### config.mk
export PLATFORM = sky130hd
export DESIGN_NAME = tape_order_exec
export DESIGN_NICKNAME = d
export VERILOG_FILES = /design/src/rtl/word_fifo.v /design/src/rtl/tape_order_exec.v
export VERILOG_INCLUDE_DIRS = /design/src /design/src/rtl
export SDC_FILE = /design/constraint.sdc
export NUM_CORES = 1
export LEC_CHECK = 0
export ABC_CLOCK_PERIOD_IN_PS = 18880
export BUFFER_PORTS_ARGS = -buffer_cell sky130_fd_sc_hd__buf_2
export CORE_MARGIN = 5
export CORE_UTILIZATION = 25
export DETAILED_ROUTE_END_ITERATION = 12
export HOLD_SLACK_MARGIN = 0.1
export SETUP_SLACK_MARGIN = 0.5
export SLEW_MARGIN = 20
export SYNTH_ARGS = -nofsm -noshare
export SYNTH_HDL_FRONTEND = slang
export SYNTH_SLANG_ARGS = --single-unit
### constraint.sdc
create_clock -name clk -period 18.88 [get_ports clk]
set_input_delay 1.888 -clock clk [delete_from_list [all_inputs] [get_ports clk]]
set_output_delay 1.888 -clock clk [all_outputs]
set_load 0.005 [all_outputs]
### src/rtl/tape_order_consts.vh
// constants for the tape write order and detail status block
`ifndef TAPE_ORDER_CONSTS_VH
`define TAPE_ORDER_CONSTS_VH
`define ORD_NOP 16'h0000
`define ORD_WRITE 16'h2b00
`define ORD_MARK 16'h3a00
`define ORD_STATUS_HI 12'h009
`define SEL_LO 2
`define SEL_HI 0
`define FC_STATUS 6'h30
`define FC_MASK 6'h31
`define FIFO_DEPTH 4
`define FIFO_AW 2
`define BLOCK_MAX 16'h0010
`define RETRY_STEP 3'h5
`define RETRY_ROUNDS 4'ha
`define REQ_PERIOD_NS 64
`define CLK_NS 8
`define REQ_CYCLES (`REQ_PERIOD_NS / `CLK_NS)
`define RAMP_NS 800
`define RAMP_CYCLES (`RAMP_NS / `CLK_NS)
`define WORD_LAST 3'h7
`endif

### src/rtl/word_fifo.v
// small valid/ready fifo buffering host write data
`timescale 1ns/1ps
module word_fifo #(
	parameter WIDTH = 16,
	parameter DEPTH = 4,
	parameter AW = 2
) (
	// clock and reset
	input wire clk,
	input wire reset,
	// fill side
	input wire in_valid,
	output wire in_ready,
	input wire [WIDTH-1:0] in_data,
	// drain side
	output wire out_valid,
	input wire out_ready,
	output wire [WIDTH-1:0] out_data,
	// occupancy
	output wire [AW:0] level
);
	reg [WIDTH-1:0] mem [0:DEPTH-1];
	reg [AW-1:0] wp;
	reg [AW-1:0] rp;
	reg [AW:0] cnt;
	wire push = in_valid && in_ready;
	wire pop = out_valid && out_ready;
	assign in_ready = (cnt != DEPTH[AW:0]);
	assign out_valid = (cnt != {(AW+1){1'b0}});
	assign out_data = mem[rp];
	assign level = cnt;
	// pointer and count update
	always @(posedge clk or posedge reset) begin
		if (reset) begin
			wp <= {AW{1'b0}};
			rp <= {AW{1'b0}};
			cnt <= {(AW+1){1'b0}};
		end else begin
			if (push)
				wp <= wp + 1'b1;
			if (pop)
				rp <= rp + 1'b1;
			if (push && !pop)
				cnt <= cnt + 1'b1;
			else if (pop && !push)
				cnt <= cnt - 1'b1;
		end
	end
	// storage
	always @(posedge clk) begin
		if (push)
			mem[wp] <= in_data;
	end
endmodule

### src/rtl/tape_order_exec.v
// tape order executor: write, tape mark, no-op and detail status
// Overview of operation
// - tape mark order moves forward, erases, records mark, transfers no data, verifies.
// - tape mark order completes only once tape rests in following gap.
// - buffered mark queues and drops busy; second consecutive mark holds busy.
// - unbuffered write records one forward block, device makes check characters.
// - write to protected drive: no transfer, no motion, set operation check.
// - buffered write holds busy, issues timed transfer requests until adapter stop.
// - motion may start while filling; data moves to tape only at speed.
// - oversized block stops storing, keeps requesting until stop, sets data check.
// - near tape end, buffering reduced to a single block.
// - non-write command other than no-op during buffered write waits until buffer drains empty.
// - write error increments counter, retries five rewrites, up to ten rounds.
// - uncorrectable write error sets data check, reports blocks still buffered.
// - no-op moves nothing, resets status normally, refused while busy.
// - status order bits 0 to 2 pick first of eight status words.
// - status transfer continues until range spent or eight words sent.
// - detail status follows the pins every cycle, ignores changes during status order.
// - function codes 11xxx0 read status words zero to four directly.
// - response returns request data bits on address bits 0 to 15.
// - word zero holds dead track flags bits 0-7, parity bit 8.
// - word one holds read/write error flags in bits 0 to 3 and 5 to 8, bit 4 zero.
// - word three holds drive sense; word four holds check generator bits.
// - dead flags set when a track dies; diagnostic mode gives phase errors.
`timescale 1ns/1ps
`include "tape_order_consts.vh"
module tape_order_exec (
	// clock and reset
	input wire clk,
	input wire reset,
	// command from the adapter
	input wire cmd_valid,
	input wire [15:0] cmd_code,
	input wire [15:0] cmd_range,
	input wire buffered_mode,
	output reg busy,
	output reg cmd_nak,
	output reg oper_check,
	output reg data_check,
	// write data handshake
	output reg transfer_request,
	input wire wr_valid,
	input wire [15:0] wr_data,
	input wire host_stop,
	// status words out to memory
	output reg st_valid,
	output reg [15:0] st_word,
	output reg [2:0] st_index,
	// input function path
	input wire fc_valid,
	input wire [5:0] fc_code,
	input wire [15:0] fc_req_data,
	output reg fc_resp_valid,
	output reg [15:0] fc_resp_data,
	output reg [23:0] fc_resp_addr,
	// tape drive side
	output reg motion_fwd,
	output reg erase_on,
	output reg mark_write,
	output reg tape_wr_valid,
	output reg [15:0] tape_wr_data,
	input wire drive_at_speed,
	input wire mark_verified,
	input wire in_gap,
	input wire block_done,
	input wire block_error,
	// drive sense and detector pins
	input wire [8:0] track_dead,
	input wire [8:0] error_flags_in,
	input wire [8:0] sense_in,
	input wire [8:0] crc_gen_in,
	input wire diag_mode,
	input wire write_protected,
	input wire near_tape_end,
	// maintenance sense
	output reg [7:0] error_count,
	output reg [2:0] blocks_buffered
);
	localparam S_IDLE = 7'h01;
	localparam S_MARK = 7'h02;
	localparam S_FILL = 7'h04;
	localparam S_DRAIN = 7'h08;
	localparam S_RETRY = 7'h10;
	localparam S_STAT = 7'h20;
	localparam S_WAIT = 7'h40;

	reg [6:0] state;
	reg [15:0] pend_cmd;
	reg pend_valid;
	reg mark_queued;
	reg [15:0] blk_len;
	reg overflow;
	reg [7:0] req_cnt;
	reg [2:0] retry_try;
	reg [3:0] retry_round;
	reg [2:0] stat_ptr;
	reg [3:0] stat_sent;
	reg [15:0] stat_left;
	reg [15:0] dstat [0:4];
	reg [8:0] in_s1, in_s2, in_s3;
	reg [8:0] dead_s1, dead_s2, dead_s3;
	reg prot_s1, prot_s2, prot_s3;
	reg [8:0] sense_q, dead_q;
	reg prot_q;
	wire fifo_in_ready;
	wire fifo_out_valid;
	wire [15:0] fifo_out_data;
	wire [2:0] fifo_level;
	wire is_status = (cmd_code[15:4] == `ORD_STATUS_HI);
	wire storing = (state == S_FILL) && wr_valid && !overflow && transfer_request;
	wire at_speed_ok = drive_at_speed;
	// one block allowed near end of tape
	wire room = near_tape_end ? (fifo_level == 3'h0) : fifo_in_ready;
	wire drain_go = fifo_out_valid && at_speed_ok && !tape_wr_valid;

	word_fifo #(.WIDTH(16), .DEPTH(`FIFO_DEPTH), .AW(`FIFO_AW)) u_fifo (
		.clk(clk),
		.reset(reset),
		.in_valid(storing && room),
		.in_ready(fifo_in_ready),
		.in_data(wr_data),
		.out_valid(fifo_out_valid),
		.out_ready(drain_go),
		.out_data(fifo_out_data),
		.level(fifo_level)
	);

	// pin synchronisers, change counts when stages two and three agree
	always @(posedge clk or posedge reset) begin
		if (reset) begin
			in_s1 <= 9'h000; in_s2 <= 9'h000; in_s3 <= 9'h000;
			dead_s1 <= 9'h000; dead_s2 <= 9'h000; dead_s3 <= 9'h000;
			prot_s1 <= 1'b0; prot_s2 <= 1'b0; prot_s3 <= 1'b0;
			sense_q <= 9'h000; dead_q <= 9'h000; prot_q <= 1'b0;
		end else begin
			in_s1 <= sense_in; in_s2 <= in_s1; in_s3 <= in_s2;
			dead_s1 <= track_dead; dead_s2 <= dead_s1; dead_s3 <= dead_s2;
			prot_s1 <= write_protected; prot_s2 <= prot_s1; prot_s3 <= prot_s2;
			if (in_s2 == in_s3)
				sense_q <= in_s3;
			if (dead_s2 == dead_s3)
				dead_q <= dead_s3;
			if (prot_s2 == prot_s3)
				prot_q <= prot_s3;
		end
	end

	// main order sequencer
	always @(posedge clk or posedge reset) begin
		if (reset) begin
			state <= S_IDLE;
			busy <= 1'b0;
			cmd_nak <= 1'b0;
			oper_check <= 1'b0;
			data_check <= 1'b0;
			transfer_request <= 1'b0;
			pend_cmd <= 16'h0000;
			pend_valid <= 1'b0;
			mark_queued <= 1'b0;
			blk_len <= 16'h0000;
			overflow <= 1'b0;
			req_cnt <= 8'h00;
			retry_try <= 3'h0;
			retry_round <= 4'h0;
			stat_ptr <= 3'h0;
			stat_sent <= 4'h0;
			stat_left <= 16'h0000;
			st_valid <= 1'b0;
			st_word <= 16'h0000;
			st_index <= 3'h0;
			motion_fwd <= 1'b0;
			erase_on <= 1'b0;
			mark_write <= 1'b0;
			tape_wr_valid <= 1'b0;
			tape_wr_data <= 16'h0000;
			error_count <= 8'h00;
			blocks_buffered <= 3'h0;
			dstat[0] <= 16'h0000; dstat[1] <= 16'h0000; dstat[2] <= 16'h0000;
			dstat[3] <= 16'h0000; dstat[4] <= 16'h0000;
		end else begin
			cmd_nak <= 1'b0;
			// no-op refused in every busy state, not only idle
			if (cmd_valid && busy && cmd_code == `ORD_NOP)
				cmd_nak <= 1'b1;
			st_valid <= 1'b0;
			blocks_buffered <= fifo_level;
			// tape side write strobe
			if (drain_go) begin
				tape_wr_valid <= 1'b1;
				tape_wr_data <= fifo_out_data;
			end else
				tape_wr_valid <= 1'b0;
			// buffered mark runs behind the adapter
			if (mark_queued && !fifo_out_valid) begin
				motion_fwd <= 1'b1;
				erase_on <= 1'b1;
				mark_write <= 1'b1;
				if (mark_verified && in_gap) begin
					mark_queued <= 1'b0;
					mark_write <= 1'b0;
					erase_on <= 1'b0;
				end
			end
			case (state)
			S_IDLE: begin
				if (cmd_valid) begin
					if (busy && cmd_code == `ORD_NOP)
						cmd_nak <= 1'b1;
					else if (cmd_code == `ORD_NOP) begin
						oper_check <= 1'b0;
						data_check <= 1'b0;
					end else if (fifo_out_valid && cmd_code != `ORD_WRITE) begin
						pend_cmd <= cmd_code;
						pend_valid <= 1'b1;
						busy <= 1'b1;
						state <= S_WAIT;
					end else if (cmd_code == `ORD_MARK) begin
						oper_check <= 1'b0;
						if (buffered_mode && !mark_queued) begin
							mark_queued <= 1'b1;
						end else begin
							busy <= 1'b1;
							state <= S_MARK;
						end
					end else if (cmd_code == `ORD_WRITE) begin
						oper_check <= 1'b0;
						if (prot_q)
							oper_check <= 1'b1;
						else begin
							busy <= 1'b1;
							motion_fwd <= 1'b1;
							blk_len <= 16'h0000;
							overflow <= 1'b0;
							req_cnt <= 8'h00;
							state <= S_FILL;
						end
					end else if (is_status) begin
						stat_ptr <= cmd_code[2:0];
						stat_sent <= 4'h0;
						stat_left <= cmd_range;
						busy <= 1'b1;
						state <= S_STAT;
					end
				end
			end
			S_MARK: begin
				if (!mark_queued) begin
					motion_fwd <= 1'b1;
					erase_on <= 1'b1;
					mark_write <= 1'b1;
					if (mark_verified && in_gap) begin
						mark_write <= 1'b0;
						erase_on <= 1'b0;
						motion_fwd <= 1'b0;
						busy <= 1'b0;
						state <= S_IDLE;
					end
				end
			end
			S_FILL: begin
				if (req_cnt == `REQ_CYCLES - 1) begin
					req_cnt <= 8'h00;
					transfer_request <= !host_stop;
				end else begin
					req_cnt <= req_cnt + 8'h01;
					if (wr_valid)
						transfer_request <= 1'b0;
				end
				if (storing) begin
					blk_len <= blk_len + 16'h0001;
					if (blk_len == `BLOCK_MAX || !room)
						overflow <= 1'b1;
				end
				if (host_stop) begin
					transfer_request <= 1'b0;
					if (overflow)
						data_check <= 1'b1;
					busy <= 1'b0;
					state <= buffered_mode ? S_IDLE : S_DRAIN;
				end
			end
			S_DRAIN: begin
				if (block_error) begin
					error_count <= error_count + 8'h01;
					retry_try <= 3'h0;
					retry_round <= 4'h0;
					state <= S_RETRY;
				end else if (block_done && !fifo_out_valid) begin
					motion_fwd <= 1'b0;
					state <= S_IDLE;
				end
			end
			S_RETRY: begin
				erase_on <= 1'b1;
				if (block_done) begin
					erase_on <= 1'b0;
					state <= S_DRAIN;
				end else if (block_error) begin
					error_count <= error_count + 8'h01;
					if (retry_try == `RETRY_STEP - 3'h1) begin
						retry_try <= 3'h0;
						if (retry_round == `RETRY_ROUNDS - 4'h1) begin
							data_check <= 1'b1;
							erase_on <= 1'b0;
							state <= S_IDLE;
						end else
							retry_round <= retry_round + 4'h1;
					end else
						retry_try <= retry_try + 3'h1;
				end
			end
			S_STAT: begin
				// frozen copy, not refreshed while status runs
				st_valid <= 1'b1;
				st_word <= (stat_ptr > 3'h4) ? 16'h0000 : dstat[stat_ptr];
				st_index <= stat_ptr;
				stat_ptr <= stat_ptr + 3'h1;
				stat_sent <= stat_sent + 4'h1;
				stat_left <= stat_left - 16'h0001;
				if (stat_left <= 16'h0001 || stat_sent == {1'b0, `WORD_LAST}) begin
					busy <= 1'b0;
					state <= S_IDLE;
				end
			end
			S_WAIT: begin
				if (!fifo_out_valid && !mark_queued) begin
					pend_valid <= 1'b0;
					busy <= 1'b0;
					state <= S_IDLE;
				end
			end
			default: state <= S_IDLE;
			endcase
			// capture detail status every cycle, except while a status order starts or runs
			if (state != S_STAT && !(state == S_IDLE && cmd_valid && is_status)) begin
				dstat[0] <= {7'h00, dead_q | (diag_mode ? error_flags_in : 9'h000)};
				dstat[1] <= {7'h00, error_flags_in[8:5], 1'b0, error_flags_in[3:0]};
				dstat[2] <= 16'h0000;
				dstat[3] <= {7'h00, sense_q};
				dstat[4] <= {7'h00, crc_gen_in};
			end
		end
	end

	// direct function code reads
	always @(posedge clk or posedge reset) begin
		if (reset) begin
			fc_resp_valid <= 1'b0;
			fc_resp_data <= 16'h0000;
			fc_resp_addr <= 24'h000000;
		end else begin
			fc_resp_valid <= fc_valid && fc_code[5:4] == 2'b11 && !fc_code[0];
			fc_resp_data <= (fc_code[3:1] > 3'h4) ? 16'h0000 : dstat[fc_code[3:1]];
			fc_resp_addr <= {8'h00, fc_req_data};
		end
	end
endmodule

==> results.py, run 1 <==
metrics = {
    "die": {
        "start_util_pct": 25.28,
        "fp-row-count": 85,
        "core-area_mm2": 0.05392,
        "ios": 218,
        "die_y_um": 243.5,
        "die_area_mm2": 0.05929,
        "die_w_um": 243.5,
    },
    "critical_path": {
        "crit_type": "in -> reg",
        "worstPathMaxFanout": 14,
        "worst_setup_path_end_kind": "flop",
        "r2r-start": "state[4]",
        "critPathLaunchType": "primary input",
        "cp_data_arrival_time_ns": 4.55,
        "cp.required_ns": 19.33,
        "reg2reg_slack_ns": 15.12,
        "reg2regPathDepth": 10,
        "r2r-end": "u_fifo.level[2]",
    },
    "cts": {
        "cts_tree": "built",
        "clk_latency_ns": 0.55,
        "h-tree-depth": 2,
        "clockBufferDepth": 3,
        "cts_resized": 0,
        "postCtsSetupRepairBufs": 0,
        "clkTransAtPathRegs_ns": 0.06,
        "root_buffer": "clkbuf_16",
        "cts_made_buffers": 40,
        "hold_buffers": 0,
        "clock_sinks": 320,
    },
    "timing": {
        "fin_crit_ns": 4.093,
        "finClkSkew_ns": 0.01281,
        "timing.hold.ws_ns": 0.3439,
        "max-slew-margin-rel_pct": 23.83,
        "setup_violations": 0,
        "finalHoldViolCount": 0,
        "fin_crit_sh_pct": 21.68,
        "rsz0062_at_grt": "no",
        "drv_slew": 0,
        "max_freq_mhz": 244.3,
        "setup_tns_ns": 0,
        "worst_slew_pin_slew_ns": 1.138,
    },
    "yosys": {
        "synth_top_area_cell": "dfrtp_1",
        "synthFlopType": "dfrtp_1",
        "synth_area_mm2": 0.01363,
        "synth_warnings": 0,
        "ys_types": 89,
        "synth.most_common_cell": "dfrtp_1",
        "yosys_register_bits": 320,
        "syn_inst": 1104,
        "synth_top_cells_by_area": "dfrtp_1 47%, edfxtp_1 14%, mux2_2 3.1%, mux4_2 2.6%, a21oi_1 2.6%",
        "synth_commonest_cells": "255 x dfrtp_1, 85 x nor2_1, 83 x nand2_1, 71 x a21oi_1, 64 x edfxtp_1",
        "async_reset_ff_share_pct": 80.00,
        "synth_top_area_share_pct": 46.82,
        "ys_seq_area_share_pct": 61.11,
        "synth_edf_count": 64,
        "synth.avg_cell_area_um2": 12.35,
    },
    "route": {
        "drc": 0,
        "wl_met2_mm": 16.59,
        "drt-met1-wl_mm": 16.33,
        "routedWlPerCell_um": 17.71,
        "vias": 9466,
        "drt_iter0_drc": 599,
        "ant_nets": 0,
        "highest_layer": "met5",
        "vias_per_cell": 4.649,
        "firstDrtPassIters": 5,
        "wl_met3_mm": 2.221,
        "wl_mm": 36.06,
    },
    "layout": {
        "nNetsFinal": 1447,
        "ff_latch_area_mm2": 0.008329,
        "syn2layout_area_growth_pct": 22.41,
        "multi_input_area_mm2": 0.004907,
        "num-fill-cells": 5391,
        "drive_gt1_share_pct": 25.93,
    },
    "placed_design": {
        "portBuffers": 195,
        "place_hpwl_mm": 25.66,
        "gp_congestion": 0.8424,
    },
    "grt": {
        "grt_use_total_pct": 11.92,
        "antenna_found_initial": 7,
        "grt_first_pass_wirelength_mm": 56.54,
        "overflow": 0,
        "grt_pass1_vias": 9685,
        "grt_max_degree": 120,
    },
    "pwr": {
        "vdd_drop_max_uv": 78.92,
        "power_density_mw_per_mm2": 110.9,
        "leakage_nw": 7.283,
    },
    "run_status": {
        "status": "complete, no violations",
    },
    "hold_path": {
        "min_to": "in_s2[0]",
        "holdPathStages": 0,
        "min_from": "in_s1[0]",
        "hp-class": "reg -> reg",
    },
    "run": {
        "drv_cap": 0,
    },
}
==> area by class of cell <==
cell class / instances / area share [%]
Antenna cell: 2 / 0.03000
Clock buffer: 52 / 6.510
Clock inverter: 21 / 1.815
Inverter: 37 / 0.8775
Multi-Input combinational cell: 705 / 29.41
Sequential cell: 320 / 49.93
Tap cell: 696 / 5.220
Timing Repair Buffer: 203 / 6.210
==> worst max-delay path, cell delays in order <==
cell,delay [ns]
buf_2,0.12
nor4_2,0.69
and4_1,0.34
a21oi_1,0.10
o211ai_1,0.91
o22ai_1,0.20
a211oi_1,0.29
==> per-stage QoR <==
stage | instance area [um2] | setup WS, ns | util [%] | power [mW] | instances
3_3_place_gp | 15290 | 14.31 | 28.36 | 1.063 | 1961
2_1_floorplan | 13710 | 9.952 | - | 0.9686 | 1125
3_5_place_dp | 15290 | 14.26 | 28.36 | 1.068 | 1961
5_1_grt | 16680 | 14.45 | 30.94 | 1.944 | 2036
4_1_cts | 16680 | 14.88 | 30.93 | 1.886 | 2034
6_report | 16680 | 14.79 | 30.94 | 1.850 | 2036
==> cells by family (layout without fill, tap and decap cells) <==
| logic type | count (synthesis) | after routing | share of synthesized area [%] |
|---|---|---|---|
| other | 1 | 24 | 0.02751 |
| multiplexers | 86 | 86 | 8.299 |
| XOR/XNOR | 47 | 47 | 3.020 |
| adder cells (fa/ha/maj) | 20 | 20 | 1.873 |
| AO/OA/AOI/OAI | 215 | 215 | 10.13 |
| AND/OR/NAND/NOR | 315 | 315 | 11.95 |
| flip-flops | 320 | 320 | 61.11 |
| buffers and inverters | 100 | 313 | 3.589 |
==> how the worst max path moves through the flow <==
stage / startpoint / to / slack (ns) / depth (start not counted)
2_1_floorplan: reset / blk_len[0] / 9.95 / 1
3_3_place_gp: cmd_code[0] / stat_ptr[2] / 14.31 / 7
3_5_place_dp: reset / dstat[2] / 14.26 / 4
4_1_cts: reset / fc_resp_data[0] / 14.88 / 4
5_1_grt: reset / sense_q[4] / 14.45 / 4
6_report: cmd_code[0] / stat_ptr[2] / 14.79 / 7
==> flip-flops by register name, summed over array words and instances (netlist names), 16 cells and up <==
name          cells
tape_wr_data     16
blk_len          16
u_fifo.mem       64
dstat            35
stat_left        16
fc_resp_addr     16
==> layer usage <==
metal  global-route usage, %  up-vias
li1                        -     4366
met1                   16.28     4743
met2                   18.56      291
met3                   2.872       60
met4                   4.348        6
met5                       0        -
==> cells in the final DEF (no fill, tap or decap), types with 5 or more instances in the layout <==
cell type | synthesis | final
nor2_1 | 85 | 85
clkbuf_1 | 26 | 8
mux2_1 | 18 | 18
buf_2 | 9 | 195
clkinv_2 | 0 | 7
nor4_1 | 13 | 13
and2_1 | 6 | 6
inv_1 | 35 | 34
dfrtp_1 | 255 | 255
bufinv_16 | 0 | 6
nor3_1 | 23 | 22
o21ai_0 | 53 | 53
mux2i_1 | 14 | 14
nand3_1 | 17 | 17
xor2_1 | 15 | 15
a31oi_1 | 6 | 6
conb_1 | 1 | 22
nand4_1 | 15 | 15
buf_4 | 23 | 8
ha_1 | 18 | 18
xnor2_1 | 32 | 32
nand2_1 | 83 | 83
o31ai_1 | 9 | 9
mux2_2 | 38 | 38
or3_1 | 7 | 7
and4_1 | 5 | 5
nor2b_1 | 8 | 8
a211oi_1 | 7 | 7
nor4b_1 | 5 | 5
a21oi_1 | 71 | 71
edfxtp_1 | 64 | 64
mux4_2 | 16 | 16
nor4_2 | 5 | 5
inv_6 | 0 | 5
o41ai_1 | 8 | 8
and3_1 | 14 | 14
clkbuf_16 | 0 | 40
==> report_power, final <==
part           internal [mW]  switching (mW)  total [mW]  leakage [nW]
logic                  0.118           0.128       0.246          2.85
clock network          0.494           0.306       0.800         0.683
registers              0.757          0.0477       0.804          3.75
Note: power is estimated with default switching activity, not from simulation.
==> run 2: changes to the inputs <==
--- a/config.mk
+++ b/config.mk
@@ -6,7 +6,7 @@
 export SDC_FILE = /design/constraint.sdc
 export NUM_CORES = 1
 export LEC_CHECK = 0
-export ABC_CLOCK_PERIOD_IN_PS = 18880
+export ABC_CLOCK_PERIOD_IN_PS = 4160
 export BUFFER_PORTS_ARGS = -buffer_cell sky130_fd_sc_hd__buf_2
 export CORE_MARGIN = 5
 export CORE_UTILIZATION = 25
==> constraint.sdc (replaced) <==
create_clock -name clk -period 4.16 [get_ports clk]
set_input_delay 0.416 -clock clk [delete_from_list [all_inputs] [get_ports clk]]
set_output_delay 0.416 -clock clk [all_outputs]
set_load 0.005 [all_outputs]
==> run 2 against run 1 <==
  * Non-clock buffer count up 83
  * Core utilization up 1.4 points
  * Register-to-register slack worse by 14 ns
  * Wire length up 0.54%
  * Combinational power rose to 4.7 times the previous value
  * Final cell count up 3.9%
  * Clock power rose to 4.4 times the previous value
  * Global-route usage up 0.064 points
  * Critical path type is now reg -> reg
==> results.py, run 2 (same netlist as run 1, synthesis figures left out) <==
metrics = {
    "run_status": {
        "status": "complete, no violations",
    },
    "die": {
        "fp-row-count": 85,
        "die_w_um": 243.5,
        "die_y_um": 243.5,
        "die_area_mm2": 0.05929,
        "core-area_mm2": 0.05392,
        "ios": 218,
        "start_util_pct": 25.28,
    },
    "critical_path": {
        "slowest_delay_ns": 0.51,
        "cp.required_ns": 4.64,
        "critPathLaunchType": "flop",
        "crit_start": "state[4]",
        "crit_slowest_cell": "nor3_1",
        "r2r-start": "state[4]",
        "cp.buffers_inverters": 2,
        "crit_type": "reg -> reg",
        "worst_setup_path_end_kind": "flop",
        "cp_data_arrival_time_ns": 3.61,
        "worstPathMaxFanout": 13,
        "crit_chain": "nor3_1, nand3_1, buf_4, nor3_1, and2_0, ha_1, inv_1, fa_1, xor2_1, nor2_1, xor2_1",
        "critPathTopFamily": "simple AND/OR/NAND/NOR gates",
    },
    "layout": {
        "largest_reg_flops": 64,
        "design_area_mm2": 0.01745,
        "largest-register": "u_fifo.mem",
        "reg_top3": "u_fifo.mem: 64 flops, dstat: 35 flops",
        "nNetsFinal": 1528,
        "drive_gt1_share_pct": 24.98,
        "layout_common_cells": "254 x dfrtp_1, 195 x buf_2, 85 x nor2_1",
        "layout_commonest_cell": "dfrtp_1",
        "num-fill-cells": 5351,
        "syn2layout_area_growth_pct": 28.04,
    },
    "cts": {
        "root_buffer": "clkbuf_16",
        "clockBufferDepth": 3,
        "cts_tree": "built",
        "postCtsSetupRepairBufs": 0,
        "clock_sinks": 320,
        "cts_made_buffers": 38,
        "clkTransAtPathRegs_ns": 0.06,
        "h-tree-depth": 2,
        "clk_latency_ns": 0.56,
    },
    "grt": {
        "globalRouteMet2Util_pct": 19.31,
        "grt_max_degree": 155,
        "grt_first_pass_wirelength_mm": 57.66,
        "antenna_found_initial": 4,
        "grt_use_total_pct": 11.99,
        "grt.busiest_layer": "met2",
        "grtUsageMet3_pct": 2.883,
        "overflow": 0,
        "use_met1_pct": 15.90,
        "grt_pass1_vias": 10065,
    },
    "route": {
        "wl_mm": 36.26,
        "vias": 9672,
        "drt_iter0_drc": 627,
        "drc": 0,
        "vias_per_cell": 4.573,
        "ant_nets": 0,
        "firstDrtPassIters": 5,
        "routedWlPerCell_um": 17.14,
    },
    "timing": {
        "worst_slew_pin_slew_ns": 0.9438,
        "fin_crit_sh_pct": 75.29,
        "rsz0062_at_grt": "no",
        "setup_violations": 0,
        "drv_slew": 0,
        "layout_setup_ws_ns": 1.028,
        "finalHoldViolCount": 0,
        "finClkSkew_ns": 0.02787,
        "max_freq_mhz": 319.3,
        "fin_crit_ns": 3.132,
        "setup_tns_ns": 0,
        "max-slew-margin-rel_pct": 36.56,
    },
    "run": {
        "drv_cap": 0,
    },
    "pwr": {
        "pwr-share-comb_pct": 13.8,
        "switching_power_mw": 2.161,
        "leakage_nw": 7.606,
        "power.share.sequential_pct": 44.1,
        "pwr-share-clk_pct": 42.1,
        "p_int_mw": 6.182,
        "swShare_pct": 25.90,
        "vdd_drop_max_uv": 386.7,
        "power_density_mw_per_mm2": 478.1,
        "total_power_mw": 8.343,
    },
    "placed_design": {
        "portBuffers": 195,
        "gp_congestion": 0.8658,
        "dp_slack_ns": 0.9768,
        "place_hpwl_mm": 25.25,
        "place_area_mm2": 0.01539,
    },
    "hold_path": {
        "min_from": "cmd_range[5]",
        "hp-class": "in -> reg",
    },
}
## run 2: cell count changes in the layout (fill, tap and decap cells not counted), moves of 2 or more
| cell | previous run | this run |
|---|---|---|
| buf_12 | 0 | 2 |
| inv_6 | 5 | 1 |
| dlygate4sd3_1 | 0 | 71 |
| clkbuf_16 | 40 | 38 |
| buf_4 | 8 | 17 |
| clkbuf_1 | 8 | 10 |
## run 2: final timing paths
kind	to	slack [ns]	depth (start not counted)
worst max-delay path	u_fifo.level[2]	1.03	11
worst min-delay path	stat_left[5]	0.14	3
worst max register to register	u_fifo.level[2]	1.03	11
worst min register to register	in_s2[6]	0.35	0
max in group asynchronous	dead_s2[4]	2.56	4
min in group asynchronous	fc_resp_addr[11]	0.45	3
## run 2: metal layers
metal / wire length (um) / up-vias
met3: 2278 / 59
met1: 16110 / 4813
met4: 967 / 0
met2: 16900 / 262
met5: 0 / -
li1: - / 4538
## run 2: area by class of cell
type | count | area (um2) | area share, %
Antenna cell | 2 | 5.005 | 0.02868
Clock buffer | 52 | 1044 | 5.980
Clock inverter | 17 | 289.0 | 1.656
Inverter | 37 | 142.6 | 0.8174
Multi-Input combinational cell | 705 | 4907 | 28.12
Sequential cell | 320 | 8330 | 47.74
Tap cell | 696 | 870.8 | 4.990
Timing Repair Buffer | 286 | 1862 | 10.67
## run 2: worst register-to-register path: stages (launching register included)
cell and delay [ns]:
dfrtp_1 0.43, nor3_1 0.51, nand3_1 0.14, buf_4 0.21, nor3_1 0.37, and2_0 0.30
ha_1 0.22, inv_1 0.06, fa_1 0.37, xor2_1 0.17, nor2_1 0.13, xor2_1 0.15
## run 2: stage by stage
stage | hold WS, ns | instances | util, %
5_1_grt | 0.1262 | 2115 | 32.36
2_1_floorplan | 0.3312 | 1125 | -
6_report | 0.1446 | 2115 | 32.36
3_3_place_gp | 0.3327 | 1972 | 28.55
4_1_cts | 0.1013 | 2112 | 32.34
3_5_place_dp | 0.3355 | 1972 | 28.55
## run 2: power by group through the flow
stage / logic, mW / registers [mW] / clock network [mW]
after floorplan: 0.775 / 3.62 / 0
after global placement: 1.10 / 3.74 / 0
after detailed placement: 1.11 / 3.75 / 0
after CTS: 1.17 / 3.70 / 3.64
after global routing: 1.27 / 3.73 / 3.77
final: 1.15 / 3.68 / 3.51
## run 2: timing repair
action | in CTS | in global routing
hold endpoints to repair | 132 | 0
hold buffers | 71 | 0
resized for setup | 0 | 0
setup endpoints to repair | 0 | 0
==> run 3: changes to the inputs <==
--- a/config.mk
+++ b/config.mk
@@ -6,7 +6,7 @@
 export SDC_FILE = /design/constraint.sdc
 export NUM_CORES = 1
 export LEC_CHECK = 0
-export ABC_CLOCK_PERIOD_IN_PS = 4160
+export ABC_CLOCK_PERIOD_IN_PS = 3000
 export BUFFER_PORTS_ARGS = -buffer_cell sky130_fd_sc_hd__buf_2
 export CORE_MARGIN = 5
 export CORE_UTILIZATION = 25
==> constraint.sdc (replaced) <==
create_clock -name clk -period 3 [get_ports clk]
set_input_delay 0.3 -clock clk [delete_from_list [all_inputs] [get_ports clk]]
set_output_delay 0.3 -clock clk [all_outputs]
set_load 0.005 [all_outputs]
==> run 3 against run 2 <==
  * Count of clock-buffer cells in the layout up 4
  * Wire length up 0.59%
  * Global-route usage up 0.14 points
  * Sequential share of layout area down 1.2 points
  * Critical path depth down 5
  * Critical path type unchanged
  * First-iteration DRC count up 4.1%
  * Via count up 1.4%
  * Core utilization up 0.84 points
  * Critical endpoint is now blk_len[15]
  * Worst hold slack worse by 0.016 ns
  * Final area up 2.6%
==> results.py, run 3 (same netlist as run 1, synthesis figures left out) <==
metrics = {
    "layout": {
        "layout_common_cells": "254 x dfrtp_1, 195 x buf_2, 92 x dlygate4sd3_1",
        "reg_top3": "u_fifo.mem: 64 flops, dstat: 35 flops",
        "largest-register": "u_fifo.mem",
        "nNetsFinal": 1569,
        "drive_gt1_share_pct": 26.54,
        "layout_commonest_cell": "dfrtp_1",
        "syn2layout_area_growth_pct": 31.34,
        "instances_no_fill": 2155,
        "num-fill-cells": 5307,
        "largest_reg_flops": 64,
    },
    "die": {
        "die_w_um": 243.5,
        "die_area_mm2": 0.05929,
        "die_y_um": 243.5,
        "core-area_mm2": 0.05392,
        "start_util_pct": 25.28,
        "fp-row-count": 85,
        "ios": 218,
    },
    "timing": {
        "finalHoldViolCount": 0,
        "finClkSkew_ns": 0.01189,
        "worst_slew_pin_slew_ns": 0.9401,
        "drv_slew": 0,
        "timing.hold.ws_ns": 0.1286,
        "fin_crit_sh_pct": 82.12,
        "max-slew-margin-rel_pct": 36.44,
        "max_freq_mhz": 405.9,
        "rsz0062_at_grt": "yes",
        "setup_violations": 0,
        "fin_crit_ns": 2.463,
        "setup_tns_ns": 0,
        "layout_setup_ws_ns": 0.5365,
    },
    "pwr": {
        "swShare_pct": 26.20,
        "vdd_drop_max_uv": 557.6,
        "leakage_nw": 7.807,
        "total_power_mw": 11.53,
        "p_int_mw": 8.509,
        "power.share.sequential_pct": 43.9,
        "pwr-share-comb_pct": 15.1,
        "pwr-share-clk_pct": 41.0,
        "power_density_mw_per_mm2": 644.0,
        "switching_power_mw": 3.020,
    },
    "route": {
        "vias": 9811,
        "drt_iter0_drc": 653,
        "ant_nets": 0,
        "wl_mm": 36.47,
        "firstDrtPassIters": 5,
        "drc": 0,
        "vias_per_cell": 4.553,
        "routedWlPerCell_um": 16.93,
    },
    "critical_path": {
        "cp.required_ns": 3.48,
        "critPathLaunchType": "flop",
        "crit_slowest_cell": "dfstp_2",
        "crit_chain": "or4b_4, nor3_4, nand4_2, and2_1, or3_1, a21oi_1",
        "worstPathMaxFanout": 7,
        "crit_type": "reg -> reg",
        "cp.buffers_inverters": 0,
        "critPathTopFamily": "simple AND/OR/NAND/NOR gates",
        "slowest_delay_ns": 0.58,
        "worst_setup_path_end_kind": "flop",
        "cp_data_arrival_time_ns": 2.94,
    },
    "run": {
        "drv_cap": 0,
    },
    "grt": {
        "grt_max_degree": 101,
        "grt_first_pass_wirelength_mm": 58.31,
        "grt_pass1_vias": 10302,
        "overflow": 0,
        "grt_use_total_pct": 12.12,
        "antenna_found_initial": 1,
    },
    "cts": {
        "root_buffer": "clkbuf_16",
        "clkTransAtPathRegs_ns": 0.06,
        "clock_sinks": 320,
        "clk_latency_ns": 0.56,
        "cts_made_buffers": 39,
        "clockBufferDepth": 3,
        "cts_tree": "built",
        "h-tree-depth": 2,
    },
    "placed_design": {
        "post-place-cells": 1985,
        "gp_congestion": 0.8609,
        "portBuffers": 195,
        "place_hpwl_mm": 25.57,
        "dp_slack_ns": 0.02765,
    },
    "hold_path": {
        "hp-class": "in -> reg",
    },
    "run_status": {
        "status": "complete, no violations",
    },
}
==> run 3: cell types whose count changed in the layout (fill, tap and decap cells not counted), sizes merged <==
cell,before,now
clkinvlp,2,3
diode,2,1
inv,36,39
clkinv,10,6
clkbuf,53,56
dlygate4sd3,71,92
bufinv,6,3
buf,214,234
==> run 3: metrics by stage <==
step	utilization (%)	cell area (um2)
CTS	33.02	17800
detailed placement	28.81	15530
finish	33.20	17900
floorplan	-	13740
global placement	28.81	15530
global route	33.19	17900
==> run 3: final timing paths <==
path / from / slack (ns) / end / cells past startpoint
setup / recovery: state[0] / 0.54 / blk_len[15] / 6
hold / removal: cmd_code[2] / 0.13 / stat_ptr[2] / 3
setup reg to reg: state[0] / 0.54 / blk_len[15] / 6
hold reg to reg: in_s1[8] / 0.35 / in_s2[8] / 0
max in group asynchronous: reset / 1.98 / in_s2[7] / 5
min in group asynchronous: reset / 0.41 / fc_resp_addr[6] / 4
==> run 3: routing by layer <==
layer,vias up,global-route usage (%),routed length [um]
li1,4608,-,-
met1,4838,15.58,15580
met2,299,19.51,17200
met3,64,3.529,2536
met4,2,4.497,1141
met5,-,0,13
==> run 3: power by group through the flow <==
stage | sequential (mW) | clock [mW] | combinational, mW
floorplan | 5.03 | 0 | 1.08
finish | 5.06 | 4.73 | 1.74
detailed placement | 5.14 | 0 | 1.61
global route | 5.11 | 5.07 | 1.94
global placement | 5.13 | 0 | 1.59
CTS | 5.07 | 4.90 | 1.74
==> run 3: final cells by class <==
class	count	area (um2)	share of cell area, %
Sequential cell	320	8330	46.54
Multi-Input combinational cell	705	5007	27.97
Timing Repair Buffer	326	2251	12.57
Clock buffer	56	1110	6.200
Tap cell	696	870.8	4.865
Clock inverter	14	186.4	1.041
Inverter	37	142.6	0.7968
Antenna cell	1	2.502	0.01398
==> run 3: repair_timing <==
| action | in CTS | in global routing |
|---|---|---|
| hold buffers | 92 | 0 |
| gates resized for setup | 8 | 13 |
| pin swaps | 2 | 4 |
| endpoints found under the setup margin | 51 | 55 |
| cloned | 0 | 0 |
| hold endpoints to repair | 334 | 0 |
| buffers inserted | 2 | 5 |
==> run 3: worst reg2reg max path: cells and delay by family, from the launching register on <==
kind,cells,cell delay [ns]
simple gates,5,1.66
compound gates,1,0.15
flops,1,0.58
